<file path="config.mk">
export PLATFORM = sky130hd
export DESIGN_NAME = x86_subset_decoder
export DESIGN_NICKNAME = d
export VERILOG_FILES = /design/src/logic/decode_pkg.sv /design/src/logic/exec_timer.sv /design/src/logic/x86_subset_decoder.sv
export SDC_FILE = /design/constraint.sdc
export NUM_CORES = 1
export LEC_CHECK = 0
export BUFFER_PORTS_ARGS = -buffer_cell sky130_fd_sc_hd__clkbuf_2
export CORE_MARGIN = 3
export CORE_UTILIZATION = 49
export DETAILED_ROUTE_END_ITERATION = 16
export PLACE_DENSITY = 0.84
export SLEW_MARGIN = 20
export SYNTH_ARGS = -nofsm -noshare
export SYNTH_HDL_FRONTEND = slang
export SYNTH_SLANG_ARGS = --single-unit
</file>
<file path="constraint.sdc">
create_clock -name clk -period 2.43 [get_ports clk]
set_clock_uncertainty 0.05 [all_clocks]
set_input_delay 0.243 -clock clk [delete_from_list [all_inputs] [get_ports clk]]
set_output_delay 0.243 -clock clk [all_outputs]
set_load 0.05 [all_outputs]
</file>
<file path="src/logic/decode_pkg.sv">
// Constants, encodings and clock counts for the opcode subset decoder.
// Assumes one core clock; bytes arrive already fetched, in order.
package decode_pkg;

  localparam logic [7:0] OPC_ESCAPE    = 8'h0F;
  localparam logic [7:0] OPC_INVALID2  = 8'hFF;
  localparam logic [7:0] OPC_SIGN_EXT  = 8'hBE;
  localparam logic [7:0] OPC_ZERO_EXT  = 8'hB6;
  localparam logic [7:0] OPC_MUL_GRP   = 8'hF6;
  localparam logic [7:0] OPC_OR_RM     = 8'h08;
  localparam logic [7:0] OPC_OR_ACC    = 8'h0C;
  localparam logic [7:0] OPC_IMM_GRP   = 8'h80;
  localparam logic [7:0] OPC_POP_RM    = 8'h8F;
  localparam logic [7:0] OPC_POP_SHORT = 8'h58;
  localparam logic [7:0] OPC_POP_ES    = 8'h07;
  localparam logic [7:0] OPC_POP_SS    = 8'h17;
  localparam logic [7:0] OPC_POP_DS    = 8'h1F;
  localparam logic [7:0] OPC_POP_FS    = 8'hA1;
  localparam logic [7:0] OPC_POP_GS    = 8'hA9;
  localparam logic [7:0] OPC_POP_ALL   = 8'h61;
  localparam logic [7:0] OPC_POP_FLAGS = 8'h9D;

  localparam logic [7:0] MASK_W        = 8'hFE;
  localparam logic [7:0] MASK_DW       = 8'hFC;
  localparam logic [7:0] MASK_REG      = 8'hF8;
  localparam int         BIT_W         = 0;
  localparam int         BIT_S         = 1;

  localparam logic [2:0] REG_MUL       = 3'h4;
  localparam logic [2:0] REG_OR        = 3'h1;
  localparam logic [2:0] REG_POP       = 3'h0;

  localparam logic [2:0] BYTES_BYTE    = 3'h1;
  localparam logic [2:0] BYTES_WORD    = 3'h2;
  localparam logic [2:0] BYTES_DWORD   = 3'h4;

  localparam int         CLK_W         = 7;
  localparam logic [CLK_W-1:0] CLK_ONE        = 7'h01;
  localparam logic [CLK_W-1:0] CLK_MUL_NARROW = 7'h04;
  localparam logic [CLK_W-1:0] CLK_MUL_DWORD  = 7'h0A;
  localparam logic [CLK_W-1:0] CLK_INV_REAL   = 7'h01;
  localparam logic [CLK_W-1:0] CLK_INV_PROT   = 7'h08;
  localparam logic [CLK_W-1:0] CLK_INV_PMAX   = 7'h7D;
  localparam logic [CLK_W-1:0] CLK_POPSEG_PROT = 7'h03;
  localparam logic [CLK_W-1:0] CLK_POP_ALL    = 7'h06;
  localparam logic [CLK_W-1:0] CLK_POP_FLAGS  = 7'h09;

  // Flag vector order: OF DF IF TF SF ZF AF PF CF, OF in bit 8
  localparam logic [8:0] FL_NONE       = 9'h000;
  localparam logic [8:0] FL_OR_WRITE   = 9'h01A;
  localparam logic [8:0] FL_OR_ZERO    = 9'h101;
  localparam logic [8:0] FL_OR_UNDEF   = 9'h004;
  localparam logic [8:0] FL_MUL_WRITE  = 9'h101;
  localparam logic [8:0] FL_MUL_UNDEF  = 9'h01E;
  localparam logic [8:0] FL_ALL        = 9'h1FF;

  typedef enum logic [3:0] {
    OPK_NONE, OPK_SIGN_EXT, OPK_ZERO_EXT, OPK_MUL, OPK_INVALID,
    OPK_OR, OPK_POP, OPK_POP_SEG, OPK_POP_ALL, OPK_POP_FLAGS, OPK_UNKNOWN
  } op_kind_t;

  typedef enum logic [2:0] {
    ST_IDLE, ST_ESC, ST_MODRM, ST_IMM, ST_EXEC
  } dec_state_t;

endpackage

</file>
<file path="src/logic/exec_timer.sv">
// Down counter that paces the execute phase of one instruction.
// Assumes load and clkEn come from logic on the same clock.
`timescale 1ns/1ps
module exec_timer
  import decode_pkg::*;
#(
  parameter int W = CLK_W
) (
  input  wire logic         clk,
  input  wire logic         reset,
  input  wire logic         clkEn,
  input  wire logic         load,
  input  wire logic [W-1:0] loadValue,
  output logic              expire
);

  logic [W-1:0] remain_ff;
  logic [W-1:0] nxt_remain;

  always_comb begin
    nxt_remain = remain_ff;
    if (load) begin
      nxt_remain = loadValue;
    end else if (remain_ff != '0) begin
      nxt_remain = remain_ff - W'(1);
    end
  end

  always_ff @(posedge clk) begin
    if (reset) begin
      remain_ff <= '0;
    end else if (clkEn) begin
      remain_ff <= nxt_remain;
    end
  end

  // Last execute cycle when one clock remains
  assign expire = (remain_ff == W'(1));

endmodule

</file>
<file path="src/logic/x86_subset_decoder.sv">
// Decoder and clock pacing for one slice of the x86 integer opcodes.
// Assumes bytes come in order from a fetch stage on the same clock;
// displacement and SIB bytes are consumed elsewhere.
// What this block does
// - Sign-extend move: escape, B[111w], modrm; 1 clock
// - Multiply reg 100: 4/4/10 clocks, OF CF
// - Escape FF: invalid opcode, 1 clock real, 8 protected
// - OR forms decode and finish in 1 clock
// - OR: OF CF zero, SZP set, AF undefined
// - Pops 1 clock; segment pops 3 protected
// - Opcode 61 pops all registers, 6 clocks
// - Opcode 9D pops flags, nine flags, 9 clocks
// - Full immediate sized 8, 16 or 32 bits
`timescale 1ns/1ps
module x86_subset_decoder
  import decode_pkg::*;
(
  input  wire logic       clk,
  input  wire logic       reset,
  input  wire logic       clkEn,
  input  wire logic       protMode,
  input  wire logic       opSize32,
  input  wire logic       byteValid,
  input  wire logic [7:0] byteIn,
  output logic            byteReady,
  output logic            done,
  output logic            invalidOp,
  output logic            unknownOp,
  output op_kind_t        opKind,
  output logic [2:0]      operandBytes,
  output logic [7:0]      modrm,
  output logic [31:0]     immData,
  output logic [8:0]      flagWrite,
  output logic [8:0]      flagZero,
  output logic [8:0]      flagUndef
);

  dec_state_t  state_ff,   nxt_state;
  op_kind_t    kind_ff,    nxt_kind;
  logic [2:0]  opBytes_ff, nxt_opBytes;
  logic [7:0]  modrm_ff,   nxt_modrm;
  logic [31:0] imm_ff,     nxt_imm;
  logic [2:0]  immLeft_ff, nxt_immLeft;
  logic [2:0]  immIdx_ff,  nxt_immIdx;
  logic        needImm_ff, nxt_needImm;
  logic        immSext_ff, nxt_immSext;
  logic        regChk_ff,  nxt_regChk;
  logic [2:0]  regWant_ff, nxt_regWant;
  logic        done_ff,    nxt_done;
  logic        inv_ff,     nxt_inv;
  logic        unk_ff,     nxt_unk;
  logic [8:0]  fw_ff,      nxt_fw;
  logic [8:0]  fz_ff,      nxt_fz;
  logic [8:0]  fu_ff,      nxt_fu;

  logic             take;
  logic             load;
  logic [CLK_W-1:0] loadVal;
  logic             expire;
  logic [2:0]       fullBytes;
  logic [2:0]       wBytes;

  function automatic logic [CLK_W-1:0] exec_clocks(
    input op_kind_t k, input logic [2:0] nb, input logic pm);
    case (k)
      OPK_MUL:       exec_clocks = (nb == BYTES_DWORD) ?
                                   CLK_MUL_DWORD : CLK_MUL_NARROW;
      OPK_INVALID:   exec_clocks = pm ? CLK_INV_PROT : CLK_INV_REAL;
      OPK_POP_SEG:   exec_clocks = pm ? CLK_POPSEG_PROT : CLK_ONE;
      OPK_POP_ALL:   exec_clocks = CLK_POP_ALL;
      OPK_POP_FLAGS: exec_clocks = CLK_POP_FLAGS;
      default:       exec_clocks = CLK_ONE;
    endcase
  endfunction

  exec_timer #(
    .W (CLK_W)
  ) u_timer (
    .clk       (clk),
    .reset     (reset),
    .clkEn     (clkEn),
    .load      (load),
    .loadValue (loadVal),
    .expire    (expire)
  );

  assign byteReady = (state_ff != ST_EXEC);
  assign take      = byteValid && byteReady && clkEn;
  assign fullBytes = opSize32 ? BYTES_DWORD : BYTES_WORD;
  assign wBytes    = byteIn[BIT_W] ? fullBytes : BYTES_BYTE;

  always_comb begin
    nxt_state   = state_ff;
    nxt_kind    = kind_ff;
    nxt_opBytes = opBytes_ff;
    nxt_modrm   = modrm_ff;
    nxt_imm     = imm_ff;
    nxt_immLeft = immLeft_ff;
    nxt_immIdx  = immIdx_ff;
    nxt_needImm = needImm_ff;
    nxt_immSext = immSext_ff;
    nxt_regChk  = regChk_ff;
    nxt_regWant = regWant_ff;
    nxt_done    = 1'b0;
    nxt_inv     = 1'b0;
    nxt_unk     = 1'b0;
    nxt_fw      = fw_ff;
    nxt_fz      = fz_ff;
    nxt_fu      = fu_ff;
    load        = 1'b0;
    loadVal     = CLK_ONE;
    case (state_ff)
      ST_IDLE: begin
        if (take) begin
          nxt_imm     = '0;
          nxt_immIdx  = '0;
          nxt_needImm = 1'b0;
          nxt_immSext = 1'b0;
          nxt_regChk  = 1'b0;
          nxt_opBytes = wBytes;
          nxt_immLeft = wBytes;
          nxt_state   = ST_MODRM;
          if (byteIn == OPC_ESCAPE) begin
            nxt_state = ST_ESC;
          end else if ((byteIn & MASK_DW) == OPC_OR_RM) begin
            nxt_kind = OPK_OR;
          end else if ((byteIn & MASK_W) == OPC_OR_ACC) begin
            nxt_kind    = OPK_OR;
            nxt_needImm = 1'b1;
            nxt_state   = ST_IMM;
          end else if ((byteIn & MASK_DW) == OPC_IMM_GRP) begin
            nxt_kind    = OPK_OR;
            nxt_needImm = 1'b1;
            nxt_regChk  = 1'b1;
            nxt_regWant = REG_OR;
            // Short sign-extended immediate when s and w are both set
            nxt_immSext = byteIn[BIT_S] && byteIn[BIT_W];
            if (byteIn[BIT_S]) begin
              nxt_immLeft = BYTES_BYTE;
            end
          end else if ((byteIn & MASK_W) == OPC_MUL_GRP) begin
            nxt_kind    = OPK_MUL;
            nxt_regChk  = 1'b1;
            nxt_regWant = REG_MUL;
          end else if (byteIn == OPC_POP_RM) begin
            nxt_kind    = OPK_POP;
            nxt_regChk  = 1'b1;
            nxt_regWant = REG_POP;
            nxt_opBytes = fullBytes;
          end else if ((byteIn & MASK_REG) == OPC_POP_SHORT) begin
            nxt_kind    = OPK_POP;
            nxt_opBytes = fullBytes;
            nxt_state   = ST_EXEC;
          end else if (byteIn == OPC_POP_ES || byteIn == OPC_POP_SS ||
                       byteIn == OPC_POP_DS) begin
            nxt_kind  = OPK_POP_SEG;
            nxt_state = ST_EXEC;
          end else if (byteIn == OPC_POP_ALL) begin
            nxt_kind  = OPK_POP_ALL;
            nxt_state = ST_EXEC;
          end else if (byteIn == OPC_POP_FLAGS) begin
            nxt_kind  = OPK_POP_FLAGS;
            nxt_state = ST_EXEC;
          end else begin
            nxt_kind  = OPK_UNKNOWN;
            nxt_unk   = 1'b1;
            nxt_state = ST_IDLE;
          end
        end
      end
      ST_ESC: begin
        if (take) begin
          nxt_opBytes = wBytes;
          nxt_state   = ST_MODRM;
          if ((byteIn & MASK_W) == OPC_SIGN_EXT) begin
            nxt_kind = OPK_SIGN_EXT;
          end else if ((byteIn & MASK_W) == OPC_ZERO_EXT) begin
            nxt_kind = OPK_ZERO_EXT;
          end else if (byteIn == OPC_INVALID2) begin
            nxt_kind  = OPK_INVALID;
            nxt_state = ST_EXEC;
          end else if (byteIn == OPC_POP_FS || byteIn == OPC_POP_GS) begin
            nxt_kind  = OPK_POP_SEG;
            nxt_state = ST_EXEC;
          end else begin
            nxt_kind  = OPK_UNKNOWN;
            nxt_unk   = 1'b1;
            nxt_state = ST_IDLE;
          end
        end
      end
      ST_MODRM: begin
        if (take) begin
          nxt_modrm = byteIn;
          if (regChk_ff && byteIn[5:3] != regWant_ff) begin
            nxt_kind  = OPK_UNKNOWN;
            nxt_unk   = 1'b1;
            nxt_state = ST_IDLE;
          end else if (needImm_ff) begin
            nxt_state = ST_IMM;
          end else begin
            nxt_state = ST_EXEC;
          end
        end
      end
      ST_IMM: begin
        if (take) begin
          nxt_imm[{immIdx_ff[1:0], 3'h0} +: 8] = byteIn;
          nxt_immIdx  = immIdx_ff + 3'h1;
          nxt_immLeft = immLeft_ff - 3'h1;
          if (immLeft_ff == BYTES_BYTE) begin
            nxt_state = ST_EXEC;
          end
        end
      end
      ST_EXEC: begin
        if (expire) begin
          nxt_state = ST_IDLE;
          nxt_done  = 1'b1;
          nxt_inv   = (kind_ff == OPK_INVALID);
          nxt_fw    = FL_NONE;
          nxt_fz    = FL_NONE;
          nxt_fu    = FL_NONE;
          case (kind_ff)
            OPK_OR: begin
              nxt_fw = FL_OR_WRITE;
              nxt_fz = FL_OR_ZERO;
              nxt_fu = FL_OR_UNDEF;
            end
            OPK_MUL: begin
              nxt_fw = FL_MUL_WRITE;
              nxt_fu = FL_MUL_UNDEF;
            end
            OPK_POP_FLAGS: nxt_fw = FL_ALL;
            default:       nxt_fw = FL_NONE;
          endcase
        end
      end
      default: nxt_state = ST_IDLE;
    endcase
    // Timer armed on the way into execute, so the count is exact
    if (nxt_state == ST_EXEC && state_ff != ST_EXEC) begin
      load    = 1'b1;
      loadVal = exec_clocks(nxt_kind, nxt_opBytes, protMode);
    end
  end

  always_ff @(posedge clk) begin
    if (reset) begin
      state_ff   <= ST_IDLE;
      kind_ff    <= OPK_NONE;
      opBytes_ff <= BYTES_BYTE;
      modrm_ff   <= '0;
      imm_ff     <= '0;
      immLeft_ff <= '0;
      immIdx_ff  <= '0;
      needImm_ff <= 1'b0;
      immSext_ff <= 1'b0;
      regChk_ff  <= 1'b0;
      regWant_ff <= '0;
      done_ff    <= 1'b0;
      inv_ff     <= 1'b0;
      unk_ff     <= 1'b0;
      fw_ff      <= FL_NONE;
      fz_ff      <= FL_NONE;
      fu_ff      <= FL_NONE;
    end else if (clkEn) begin
      state_ff   <= nxt_state;
      kind_ff    <= nxt_kind;
      opBytes_ff <= nxt_opBytes;
      modrm_ff   <= nxt_modrm;
      imm_ff     <= nxt_imm;
      immLeft_ff <= nxt_immLeft;
      immIdx_ff  <= nxt_immIdx;
      needImm_ff <= nxt_needImm;
      immSext_ff <= nxt_immSext;
      regChk_ff  <= nxt_regChk;
      regWant_ff <= nxt_regWant;
      done_ff    <= nxt_done;
      inv_ff     <= nxt_inv;
      unk_ff     <= nxt_unk;
      fw_ff      <= nxt_fw;
      fz_ff      <= nxt_fz;
      fu_ff      <= nxt_fu;
    end
  end

  assign done         = done_ff;
  assign invalidOp    = inv_ff;
  assign unknownOp    = unk_ff;
  assign opKind       = kind_ff;
  assign operandBytes = opBytes_ff;
  assign modrm        = modrm_ff;
  assign immData      = imm_ff;
  assign flagWrite    = fw_ff;
  assign flagZero     = fz_ff;
  assign flagUndef    = fu_ff;

  // Execute-phase length, held for the cycle of done
  logic [CLK_W-1:0] lenCnt_ff;
  always_ff @(posedge clk) begin
    if (reset) begin
      lenCnt_ff <= '0;
    end else if (clkEn) begin
      lenCnt_ff <= (state_ff == ST_EXEC) ? lenCnt_ff + CLK_ONE : '0;
    end
  end
endmodule

</file>
[Word-level counts from Yosys, hierarchy flattened]
Index checks and enable logic that the tools add are counted.
Cells by class
  $add $sub $neg: 4
  multipliers: 0
  divide/modulo/power cells: 0
  $lt $le $gt $ge: 0
  equal/unequal tests: 38
  shift operators: 2
  mux-type cells: 116
  bitwise gates (word level): 3
  reduce and logical (&&, ||, !) cells: 18
Operator list (number)
  2-to-1 mux 3 bit: 45
  2-to-1 mux 4 bit: 19
  2-to-1 mux 32 bit: 2
  case mux 32 bit (2 select lines): 1
  equality test 8 bit (second input constant): 5
  2-to-1 mux 1 bit: 33
  bitwise mux 32 bit: 1
  variable shift 8 x 7 -> 32 bit (first input constant): 1
  indexed part select 8 x 7 -> 32 bit: 1
  case mux 9 bit (3 select lines): 1
  equality test 7 bit (second input constant): 3
  case mux 4 bit (5 select lines): 1
  case mux 3 bit (2 select lines): 3
  equality test 4 x 3 -> 1 bit (second input constant): 4
  equality test 8 x 5 -> 1 bit (second input constant): 2
  case mux 3 bit (5 select lines): 1
  2-to-1 mux 7 bit: 2
  equality test 4 bit (second input constant): 3
  case mux 4 bit (3 select lines): 1
  case mux 5 bit (2 select lines): 1
  equality test 3 bit (second input constant): 3
  2-to-1 mux 9 bit: 1
  AND reduction 3 bit: 3
  equality test 4 x 2 -> 1 bit (second input constant): 2
  29 further kinds: 42
Storage, ports and cells
  flip-flop bits (word level): 98
  bits in latches: 0
  bits in writable memories: 0
  memory bits (read-only): 0
  output and inout port bits: 78
  logic and storage cells: 198
  memories kept: 0

[Depth between registers and ports, before layout]
Gate-level depths: netlist (run 1).
  depth in word-level cells: 18
  depth in mapped cells: 11

[Modules after synthesis]
From an unflattened synthesis (run 1), not the netlist that was laid out.
Unflattened totals
  cells, all modules: 513
  area total of the unflattened synthesis: 4052.6 µm²
By module, submodules not included
  x86_subset_decoder: instances 1, cells each 450, area an instance 3558.4 µm², seq. area each 1361.3 µm²
  exec_timer: instances 1, cells each 63, area an instance 494.2 µm², seq. area each 140.1 µm²

[Worst setup path before layout (run 1)]
OpenSTA, ideal clock, no wires.
  kind: input to register
  start: input byteIn[3]
  end: register u_timer.remain_ff[3]
  arrival time: 2.331 ns
  slack: -0.026 ns
  stages: 10
  buffers on the path: 1
  cell sequence: buf_2 > nor2b_1 > or4_1 > o21ai_2 > nor3b_2 > nor4b_4 > a211oi_2 > or4b_4 > o311a_1 > o22ai_1
On the way
  cells in the longest elaborated chain, start to end: 18
Ends and longest elaborated chain
  from (decl): line x86_subset_decoder.sv:24  | input wire logic [7:0] byteIn,
  parallel branches: the longest is 18 deep, another holds equality test 8 bit
  to (signal assigned): line exec_timer.sv:33  | remain_ff <= nxt_remain;
  to (decl): line exec_timer.sv:17  | logic [W-1:0] remain_ff;
Several ways; the timed one is not identified.
A chain may end at the register's enable or synchronous reset.

[Worst setup path in the final report (run 1)]
  start: register regWant_ff[2]
  end: register u_timer.remain_ff[1]
On the way
  cells in the longest elaborated chain, start to end: 10
Ends and longest elaborated chain
  from (decl): line x86_subset_decoder.sv:48  | logic [2:0] regWant_ff, nxt_regWant;
  from (signal assigned): line x86_subset_decoder.sv:278  | regWant_ff <= nxt_regWant;
  != test 3 bit (*): line x86_subset_decoder.sv:195  | if (regChk_ff && byteIn[5:3] != regWant_ff) begin
  logical AND 1 bit (*): line x86_subset_decoder.sv:195
  parallel branches: the longest is 8 deep, another holds 2-to-1 mux 7 bit
Every way passes the cells marked *.

==> flow_summary_export.csv, run 1 <==
group,metric,value,unit
status,status,"finished clean",
placement,io_buffers,79,
timing,fin_crit_sh,96.3,%
clock_tree,tritoncts,"built",
final_layout,multi_input_area,2460,um^2
timing,tightest_slew,0.674,ns
timing,period_minus_slack,2.34,ns
clock_tree,cts_htree_levels,3,
worst_setup_path,critPathKind,"reg -> reg",
detailed_routing,drc,0,
worst_setup_path,cp.depth,9,
yosys,syn_area,4150,um^2
worst_setup_path,crit_family,"compound AO/OA/AOI/OAI gates",
global_routing,grt-ovfl-total,0,
final_layout,layout_commonest_cell,"clkbuf_2",
yosys,ys_dominant_reg_cell,"dfxtp_1",
yosys,synthCells,542,
clock_tree,insertion_delay,0.37,ns
timing,fmax,427,MHz
timing,tns,0,ns
global_routing,grt_pass1_wl,20700,um
final_layout,finalNetCount,692,
detailed_routing,finalWirelength,12700,um
die,die_y,98.0,um
run,maxCapViolCount,0,
clock_tree,clk_pin_slew,0.09,ns
die,fp.coreArea,7970,um^2
yosys,seq_area_frac_synth,36.2,%
global_routing,grt_pass1_vias,4161,
clock_tree,cts_buffers,9,
yosys,synth.area.mux_share,0.241,%
timing,drv_slew,0,
yosys,yosysUniqueCellTypes,73,
die,dieWidth,98.0,um
clock_tree,hold_buffers,0,
power_and_ir_drop,peakVddDrop,0.302,mV
worst_setup_path,rr_worst_depth,9,
yosys,synth-simple-area-share,28.6,%
clock_tree,cts.sinks,75,
global_routing,antenna_found_initial,0,
worst_setup_path,slowest_delay,0.46,ns
timing,finalHoldViolCount,0,
yosys,avgSynthCellArea,7.65,um^2
power_and_ir_drop,p_leak,2.24,nW
yosys,async_reset_ff_share,0,%
worst_setup_path,critPathRequiredTime,2.68,ns
final_layout,drive_gt1_share,32.0,%
worst_setup_path,crit_chain,"xor2_4 -> o31ai_4 -> o21ba_4 -> nor2_2 -> o211a_4 -> nor2_4 -> or4b_4 -> and3_1 -> o22ai_1",
yosys,synth_edf_count,0,
final_layout,area_growth_syn_to_layout,30.0,%
yosys,ys_ff_latch,75,
power_and_ir_drop,swShare,35.3,%
detailed_routing,drtIter0Drc,242,
worst_setup_path,cp_data_arrival_time,2.59,ns
detailed_routing,vias,4479,
placement,hpwl,9480,um
yosys,yosys_warnings,0,
power_and_ir_drop,powerDensity,615,nW/um^2
final_layout,num_antenna_cells,0,
yosys,synthAdderAreaFrac,2.41,%
die,rows,32,
min_path,hold_path_depth,2,
power_and_ir_drop,power_frac_seq,41.0,%
detailed_routing,dr.pass1.iters,5,
detailed_routing,ant_nets,0,
worst_setup_path,worstPathMaxFanout,4,
power_and_ir_drop,p_comb_share,26.9,%
yosys,synth_top_family_by_area,"simple AND/OR/NAND/NOR gates",
global_routing,grt_usage,26.3,%
final_layout,fillCellCount,661,
power_and_ir_drop,switchingPower,1.17,mW
placement,gp_congestion,0.927,
min_path,min_path_type,"in -> reg",
power_and_ir_drop,internal_power,2.14,mW
timing,hold_ws,0.0881,ns
timing,slew_headroom,54.8,%
clock_tree,cts_root_buffer,"clkbuf_8",
timing,setup_viol,0,
yosys,synth_compound_area_share,22.7,%
worst_setup_path,startpoint_type,"flip-flop",
die,initial_utilization,52.1,%
detailed_routing,route.detailed.wl_per_inst,16.3,um
global_routing,grt_max_degree,39,
worst_setup_path,cp-end-kind,"flip-flop",
die,pin_count,92,
yosys,synth-xor-area-share,1.03,%
final_layout,ff_latch_area,1510,um^2
clock_tree,clock_path_buffers,2,
final_layout,final_cell_mix,"clkbuf_2 (79), buf_4 (77), nor2_1 (76), dfxtp_1 (71), nand2_1 (59)",
worst_setup_path,slowest_stage,"or4b_4",
die,fp.dieArea,9600,um^2
power_and_ir_drop,clock_power_share,32.1,%
worst_setup_path,crit_buf_inv,0,
detailed_routing,via_per_inst,5.76,
[metrics by stage]
step / std cells / area [um^2] / util (%) / setup slack [ns] / power, mW
2_1_floorplan: 553 / 4190 / - / 0.0175 / 1.97
3_3_place_gp: 755 / 4970 / 62.4 / -0.122 / 2.19
3_5_place_dp: 755 / 4970 / 62.4 / -0.184 / 2.22
4_1_cts: 771 / 5210 / 65.3 / 0.00611 / 3.28
5_1_grt: 777 / 5390 / 67.7 / -0.00551 / 3.48
6_report: 777 / 5390 / 67.7 / 0.0900 / 3.32
[worst reg2reg max path: stages, from the launching register on]
cell     delay (ns)
dfxtp_4        0.37
xor2_4         0.16
o31ai_4        0.32
o21ba_4        0.21
nor2_2         0.06
o211a_4        0.25
nor2_4         0.10
or4b_4         0.46
and3_1         0.17
o22ai_1        0.11
[cells by family after synthesis]
logic type               after synthesis
AO/OA/AOI/OAI                        146
XOR/XNOR                               4
adder cells (fa/ha/maj)                8
buffers and inverters                 70
flip-flops                            75
multiplexers                           1
other                                  1
AND/OR/NAND/NOR                      237
[metal layers]
| layer | global-route usage (%) | routed length (um) | vias up |
|---|---|---|---|
| li1 | - | - | 2146 |
| met1 | 34.1 | 5380 | 2104 |
| met2 | 43.8 | 6070 | 203 |
| met3 | 5.14 | 950 | 26 |
| met4 | 8.73 | 281 | 0 |
| met5 | 0 | 0 | - |
[worst paths after layout]
kind | startpoint | end | slack, ns
setup reg to reg | regWant_ff[2] | u_timer.remain_ff[1] | 0.09
hold / removal | opSize32 | operandBytes[1] | 0.09
hold reg to reg | immData[6] | immData[6] | 0.41
setup / recovery | regWant_ff[2] | u_timer.remain_ff[1] | 0.09
[registers in the layout, indices dropped and copies added (netlist names), 2 cells and up]
signal,flops
state_ff,3
operandBytes,3
regWant_ff,2
immLeft_ff,3
flagUndef,2
immIdx_ff,2
opKind,4
flagWrite,3
modrm,8
u_timer.remain_ff,7
immData,32
[layout make-up]
type | count | share of cell area, %
Multi-Input combinational cell | 408 | 45.6
Sequential cell | 75 | 28.1
Inverter | 19 | 1.46
Clock buffer | 9 | 2.30
Timing Repair Buffer | 157 | 18.4
Clock inverter | 7 | 1.76
Tap cell | 102 | 2.37
[synth_stat cells (all sizes together) (5+ instances only)]
cell type	number	area, um^2
clkbuf	20	75.1
nor3	13	75.1
nor2b	5	31.3
ha	8	100
a31oi	7	50.1
o21ai	28	144
nand2	59	221
nand3	31	155
inv	19	71.3
a22oi	19	143
nor2	79	299
a21oi	54	270
buf	31	215
nand3b	5	37.5
dfxtp	75	1500
o22ai	6	37.5
and3	6	37.5
nor3b	5	42.5
nor4	5	37.5
[power groups by stage]
stage | clock [mW] | combinational (mW) | sequential (mW)
global route | 1.14 | 0.975 | 1.37
CTS | 1.08 | 0.837 | 1.36
floorplan | 0 | 0.563 | 1.41
finish | 1.06 | 0.893 | 1.36
global placement | 0 | 0.807 | 1.38
detailed placement | 0 | 0.831 | 1.39
[repair_timing]
action                     CTS  global route
gates resized for setup      2            29
buffers inserted             0             6
hold endpoints to repair     0             0
setup endpoints to repair    2             5
pin swaps                    0            11
(Power assumes the default switching activity.)
==> run 2, diff against run 1 <==
--- a/config.mk
+++ b/config.mk
@@ -6,8 +6,8 @@
 export NUM_CORES = 1
 export LEC_CHECK = 0
 export BUFFER_PORTS_ARGS = -buffer_cell sky130_fd_sc_hd__clkbuf_2
-export CORE_MARGIN = 3
 export CORE_UTILIZATION = 49
+export CTS_CLUSTER_DIAMETER = 50
 export DETAILED_ROUTE_END_ITERATION = 16
 export PLACE_DENSITY = 0.84
 export SLEW_MARGIN = 20
==> run 2 against run 1 <==
Sequential share of layout area increased by 0.52 points. Worst hold slack gained 0.026 ns. Highest routed layer unchanged. Register-to-register slack worse by 0.02 ns. Clock power barely moved.
==> flow_summary_export.csv, run 2 (synthesis results as in run 1) <==
group,metric,value,unit
status,status,"finished clean",
final_layout,fillCellCount,720,
min_path,min_path_type,"in -> reg",
timing,rsz0062_at_grt,"true",
detailed_routing,drtIter0Drc,364,
timing,drv_slew,0,
die,fp.coreArea,8220,um^2
worst_setup_path,cp-end-kind,"flip-flop",
placement,place_ws,-0.161,ns
global_routing,grt-ovfl-total,0,
global_routing,grt_max_degree,52,
power_and_ir_drop,p_comb_share,26.2,%
timing,period_minus_slack,2.36,ns
timing,slew_headroom,59.1,%
final_layout,ff_latch_area,1510,um^2
detailed_routing,dr.pass1.iters,5,
worst_setup_path,cp_data_arrival_time,2.59,ns
timing,tns,0,ns
power_and_ir_drop,peakVddDrop,0.390,mV
final_layout,finalNetCount,686,
placement,hpwl,9080,um
timing,hold_ws,0.114,ns
global_routing,antenna_found_initial,0,
final_layout,area_growth_syn_to_layout,27.0,%
worst_setup_path,startpoint,"regWant_ff[2]",
final_layout,final_cell_mix,"clkbuf_2 (79), nor2_1 (77), dfxtp_1 (71), buf_4 (71), nand2_1 (59)",
timing,setup_slack,0.0694,ns
power_and_ir_drop,p_leak,2.20,nW
clock_tree,tritoncts,"built",
final_layout,layout_commonest_cell,"clkbuf_2",
detailed_routing,finalWirelength,12200,um
worst_setup_path,slowest_stage,"or4b_4",
timing,tightest_slew,0.610,ns
detailed_routing,ant_nets,0,
detailed_routing,route.detailed.wl_per_inst,15.8,um
final_layout,num_antenna_cells,0,
die,rows,33,
clock_tree,hold_buffers,0,
clock_tree,cts_buffers,9,
global_routing,grt_usage,28.3,%
final_layout,fin_cells,774,
placement,gp_congestion,0.971,
power_and_ir_drop,powerDensity,620,nW/um^2
clock_tree,cts_htree_levels,3,
run,maxCapViolCount,0,
timing,fmax,424,MHz
die,pin_count,92,
die,dieWidth,94.0,um
clock_tree,clock_path_buffers,2,
power_and_ir_drop,switchingPower,1.14,mW
placement,place_inst,757,
clock_tree,cts.sinks,75,
final_layout,largest_reg_flops,32,
worst_setup_path,slowest_delay,0.47,ns
power_and_ir_drop,swShare,35.0,%
worst_setup_path,startpoint_type,"flip-flop",
timing,setup_viol,0,
worst_setup_path,worstPathMaxFanout,4,
die,initial_utilization,50.5,%
detailed_routing,via_per_inst,5.78,
timing,fin_crit_sh,97.1,%
global_routing,grt_pass1_vias,4174,
clock_tree,cts_root_buffer,"clkbuf_8",
worst_setup_path,crit_chain,"xor2_2 -> o31ai_4 -> o21ba_4 -> nor2_1 -> o211a_2 -> nor2_4 -> or4b_4 -> o311a_1 -> o22ai_1",
clock_tree,clk_pin_slew,0.09,ns
worst_setup_path,critPathRequiredTime,2.66,ns
min_path,min_from,"opSize32",
die,fp.dieArea,8840,um^2
global_routing,grt_pass1_wl,19800,um
power_and_ir_drop,clock_power_share,32.1,%
die,die_y,94.0,um
timing,finalHoldViolCount,0,
final_layout,multi_input_area,2390,um^2
worst_setup_path,reg2reg_from,"regWant_ff[2]",
worst_setup_path,critPathKind,"reg -> reg",
detailed_routing,vias,4470,
final_layout,final_cell_area,5270,um^2
final_layout,drive_gt1_share,30.8,%
power_and_ir_drop,internal_power,2.12,mW
power_and_ir_drop,power_frac_seq,41.7,%
placement,place_area,4970,um^2
clock_tree,insertion_delay,0.37,ns
detailed_routing,drc,0,
placement,io_buffers,79,
==> run 2: final timing paths <==
kind                                              to  slack [ns]  cells after the start
worst max-delay path            u_timer.remain_ff[3]        0.07                      9
worst min-delay path                 operandBytes[1]        0.11                      2
worst min register to register           immData[23]        0.41                      2
worst max register to register  u_timer.remain_ff[3]        0.07                      9
==> run 2: worst max-delay path, delay by kind of cell (launching register included) <==
kind	cells	cell delay, ns
flip-flops	1	0.34
XOR/XNOR	1	0.16
AND/OR/NAND/NOR	3	0.62
AO/OA/AOI/OAI	5	1.08
==> run 2: per-layer routing <==
metal	wire, um	GRT usage, %	vias up
met5	0	0	-
met4	247	10.9	0
met3	787	5.50	26
met2	6070	49.1	204
met1	5100	34.3	2102
li1	-	-	2138
==> run 2: cell type report <==
| class | instances | area share [%] |
|---|---|---|
| clock buffer | 9 | 2.35 |
| tap | 105 | 2.49 |
| inverter | 19 | 1.43 |
| sequential | 75 | 28.6 |
| multi-input combinational | 408 | 45.5 |
| timing repair buffer | 151 | 18.0 |
| clock inverter | 7 | 1.66 |
==> run 2: repair_timing <==
action / CTS / global route
setup endpoints to repair: 0 / 10
setup buffers: 0 / 1
resized for setup: 0 / 23
==> run 2: power by group through the flow <==
stage / clock network, mW / registers [mW] / logic, mW
floorplan: 0 / 1.41 / 0.563
global placement: 0 / 1.38 / 0.786
detailed placement: 0 / 1.38 / 0.812
CTS: 1.06 / 1.36 / 0.822
global route: 1.12 / 1.37 / 0.937
finish: 1.05 / 1.36 / 0.856
==> run 2: metrics by stage <==
stage               utilization (%)  power [mW]
floorplan                         -        1.97
global placement               60.5        2.17
detailed placement             60.5        2.20
CTS                            63.1        3.24
global route                   64.1        3.43
finish                         64.1        3.26
==> run 3, diff against run 2 <==
--- a/config.mk
+++ b/config.mk
@@ -6,10 +6,10 @@
 export NUM_CORES = 1
 export LEC_CHECK = 0
 export BUFFER_PORTS_ARGS = -buffer_cell sky130_fd_sc_hd__clkbuf_2
-export CORE_UTILIZATION = 49
+export CORE_UTILIZATION = 59
 export CTS_CLUSTER_DIAMETER = 50
 export DETAILED_ROUTE_END_ITERATION = 16
-export PLACE_DENSITY = 0.84
+export PLACE_DENSITY = 0.94
 export SLEW_MARGIN = 20
 export SYNTH_ARGS = -nofsm -noshare
 export SYNTH_HDL_FRONTEND = slang
==> constraint.sdc (replaced) <==
create_clock -name clk -period 2.9 [get_ports clk]
set_clock_uncertainty 0.05 [all_clocks]
set_input_delay 0.29 -clock clk [delete_from_list [all_inputs] [get_ports clk]]
set_output_delay 0.29 -clock clk [all_outputs]
set_load 0.05 [all_outputs]
==> run 3 against run 2 <==
Critical path depth unchanged. Clock power decreased by 27%. Global-route usage increased by 3.9 points. Worst hold slack improved by 0.031 ns. Power decreased by 22%. Register-to-register slack improved by 0.12 ns. First-iteration DRC count increased by 24%. Sequential power decreased by 16%. Setup slack improved by 0.12 ns. Via count decreased by 1.4%. Final area decreased by 8.1%. Count of clock-buffer cells in the layout unchanged. Critical path type unchanged. Largest power group unchanged.
==> flow_summary_export.csv, run 3 (synthesis results as in run 1) <==
group,metric,value,unit
status,status,"finished clean",
timing,slew_headroom,28.8,%
final_layout,finalNetCount,646,
clock_tree,cts_setup_buffers,0,
detailed_routing,route.detailed.wl_per_inst,15.9,um
global_routing,grt_pass1_vias,3993,
detailed_routing,drtIter0Drc,450,
placement,gp_congestion,0.952,
die,rows,30,
detailed_routing,via_per_inst,6.08,
worst_setup_path,critPathMostFrequentCell,"o22ai_1",
global_routing,grt_pass1_wl,18900,um
power_and_ir_drop,powerDensity,528,nW/um^2
timing,drv_slew,0,
timing,fin_crit_sh,93.4,%
power_and_ir_drop,power_frac_seq,44.8,%
detailed_routing,vias,4407,
clock_tree,clk_pin_slew,0.09,ns
power_and_ir_drop,swShare,35.9,%
clock_tree,tritoncts,"built",
final_layout,drive_gt1_share,23.8,%
timing,period_minus_slack,2.71,ns
detailed_routing,ant_nets,0,
detailed_routing,wl_met3,778,um
clock_tree,cts_buffers,9,
detailed_routing,drc,0,
die,fp.coreArea,6790,um^2
worst_setup_path,cp_data_arrival_time,2.93,ns
power_and_ir_drop,clock_power_share,29.8,%
final_layout,fillCellCount,546,
final_layout,fin_util,71.2,%
power_and_ir_drop,peakVddDrop,0.339,mV
worst_setup_path,crit_chain,"nor3b_1 -> o31ai_2 -> o22ai_1 -> nand2_1 -> and3_1 -> nor2_2 -> or4b_4 -> o311a_1 -> o22ai_1",
worst_setup_path,slowest_stage,"or4b_4",
detailed_routing,dr.pass1.iters,5,
die,fp.dieArea,7370,um^2
timing,rsz0062_at_grt,"false",
power_and_ir_drop,switchingPower,918,uW
clock_tree,cts.repair.resized,0,
timing,fmax,369,MHz
timing,finalHoldViolCount,0,
worst_setup_path,slowest_delay,0.51,ns
final_layout,area_growth_syn_to_layout,16.7,%
clock_tree,cts.sinks,75,
final_layout,largest_reg_flops,32,
global_routing,antenna_found_initial,0,
final_layout,num_antenna_cells,0,
timing,tightest_slew,1.07,ns
timing,tns,0,ns
run,maxCapViolCount,0,
clock_tree,insertion_delay,0.36,ns
die,dieWidth,85.8,um
detailed_routing,finalWirelength,11500,um
timing,setup_viol,0,
min_path,min_path_type,"in -> reg",
global_routing,grt_max_degree,54,
die,pin_count,92,
detailed_routing,wl_met1,4700,um
clock_tree,clock_path_buffers,2,
die,die_y,85.8,um
global_routing,grt-ovfl-total,0,
final_layout,final_cell_mix,"clkbuf_2 (79), nor2_1 (78), dfxtp_1 (74), nand2_1 (59), a21oi_1 (54)",
placement,io_buffers,79,
detailed_routing,top_layer,"met4",
die,initial_utilization,61.0,%
clock_tree,cts_htree_levels,3,
worst_setup_path,cp-end-kind,"flip-flop",
power_and_ir_drop,internal_power,1.64,mW
worst_setup_path,critPathRequiredTime,3.12,ns
worst_setup_path,worstPathMaxFanout,8,
worst_setup_path,critPathKind,"reg -> reg",
clock_tree,hold_buffers,0,
worst_setup_path,startpoint_type,"flip-flop",
global_routing,grt_usage,32.2,%
detailed_routing,wl_met2,5670,um
power_and_ir_drop,p_leak,1.96,nW
final_layout,layout_commonest_cell,"clkbuf_2",
power_and_ir_drop,p_comb_share,25.4,%
clock_tree,cts_root_buffer,"clkbuf_8",
placement,hpwl,8510,um
-- run 3: cell types whose count changed in the layout (fill, tap and decap cells not counted), moves of 2 or more --
cell / delta
buf_4: -39
dfxtp_1: +3
dfxtp_2: -3
inv_1: +3
nor3_1: +3
nor3_2: -3
inv_2: -2
inv_8: -2
-- run 3: critical path: cells and delay by family (launching register included) --
family           cells  cell delay [ns]
flip-flops           1             0.46
AO/OA/AOI/OAI        4             0.63
AND/OR/NAND/NOR      5             1.48
-- run 3: through the flow --
step                      cell area [um^2]  cells  setup slack [ns]  hold slack (ns)  power (mW)
after floorplan                       4190    553             0.397            0.353        1.65
after global placement                4650    709             0.210            0.390        1.78
after detailed placement              4650    709            0.0977            0.396        1.80
after CTS                             4840    725             0.101            0.142        2.54
after global routing                  4840    725            0.0229            0.165        2.69
final                                 4840    725             0.191            0.145        2.55
-- run 3: layout make-up --
cell class                      count  area, um^2  share of cell area (%)
Multi-Input combinational cell    408        2330                    48.1
Sequential cell                    75        1500                    31.1
Timing Repair Buffer              111         636                    13.1
Clock buffer                        9         124                    2.56
Tap cell                           96         120                    2.48
Inverter                           19        71.3                    1.47
Clock inverter                      7        58.8                    1.22
-- run 3: power groups by stage --
stage / Sequential [mW] / Clock [mW] / Combinational, mW
after global routing: 1.15 / 0.817 / 0.719
after detailed placement: 1.16 / 0 / 0.631
after floorplan: 1.18 / 0 / 0.472
final: 1.14 / 0.762 / 0.648
after CTS: 1.14 / 0.765 / 0.635
after global placement: 1.16 / 0 / 0.619
-- run 3: final timing paths --
kind                    start                    to  slack, ns  cells after the start
hold / removal       opSize32       operandBytes[1]       0.15                      2
hold reg to reg    immData[5]            immData[5]       0.41                      2
setup / recovery  state_ff[0]  u_timer.remain_ff[3]       0.19                      9
setup reg to reg  state_ff[0]  u_timer.remain_ff[3]       0.19                      9
-- run 3: per-layer routing --
| layer | track usage [%] | up-vias |
|---|---|---|
| met5 | 0 | - |
| met4 | 17.0 | 0 |
| met3 | 5.58 | 43 |
| met2 | 54.0 | 227 |
| met1 | 39.6 | 2083 |
| li1 | - | 2054 |
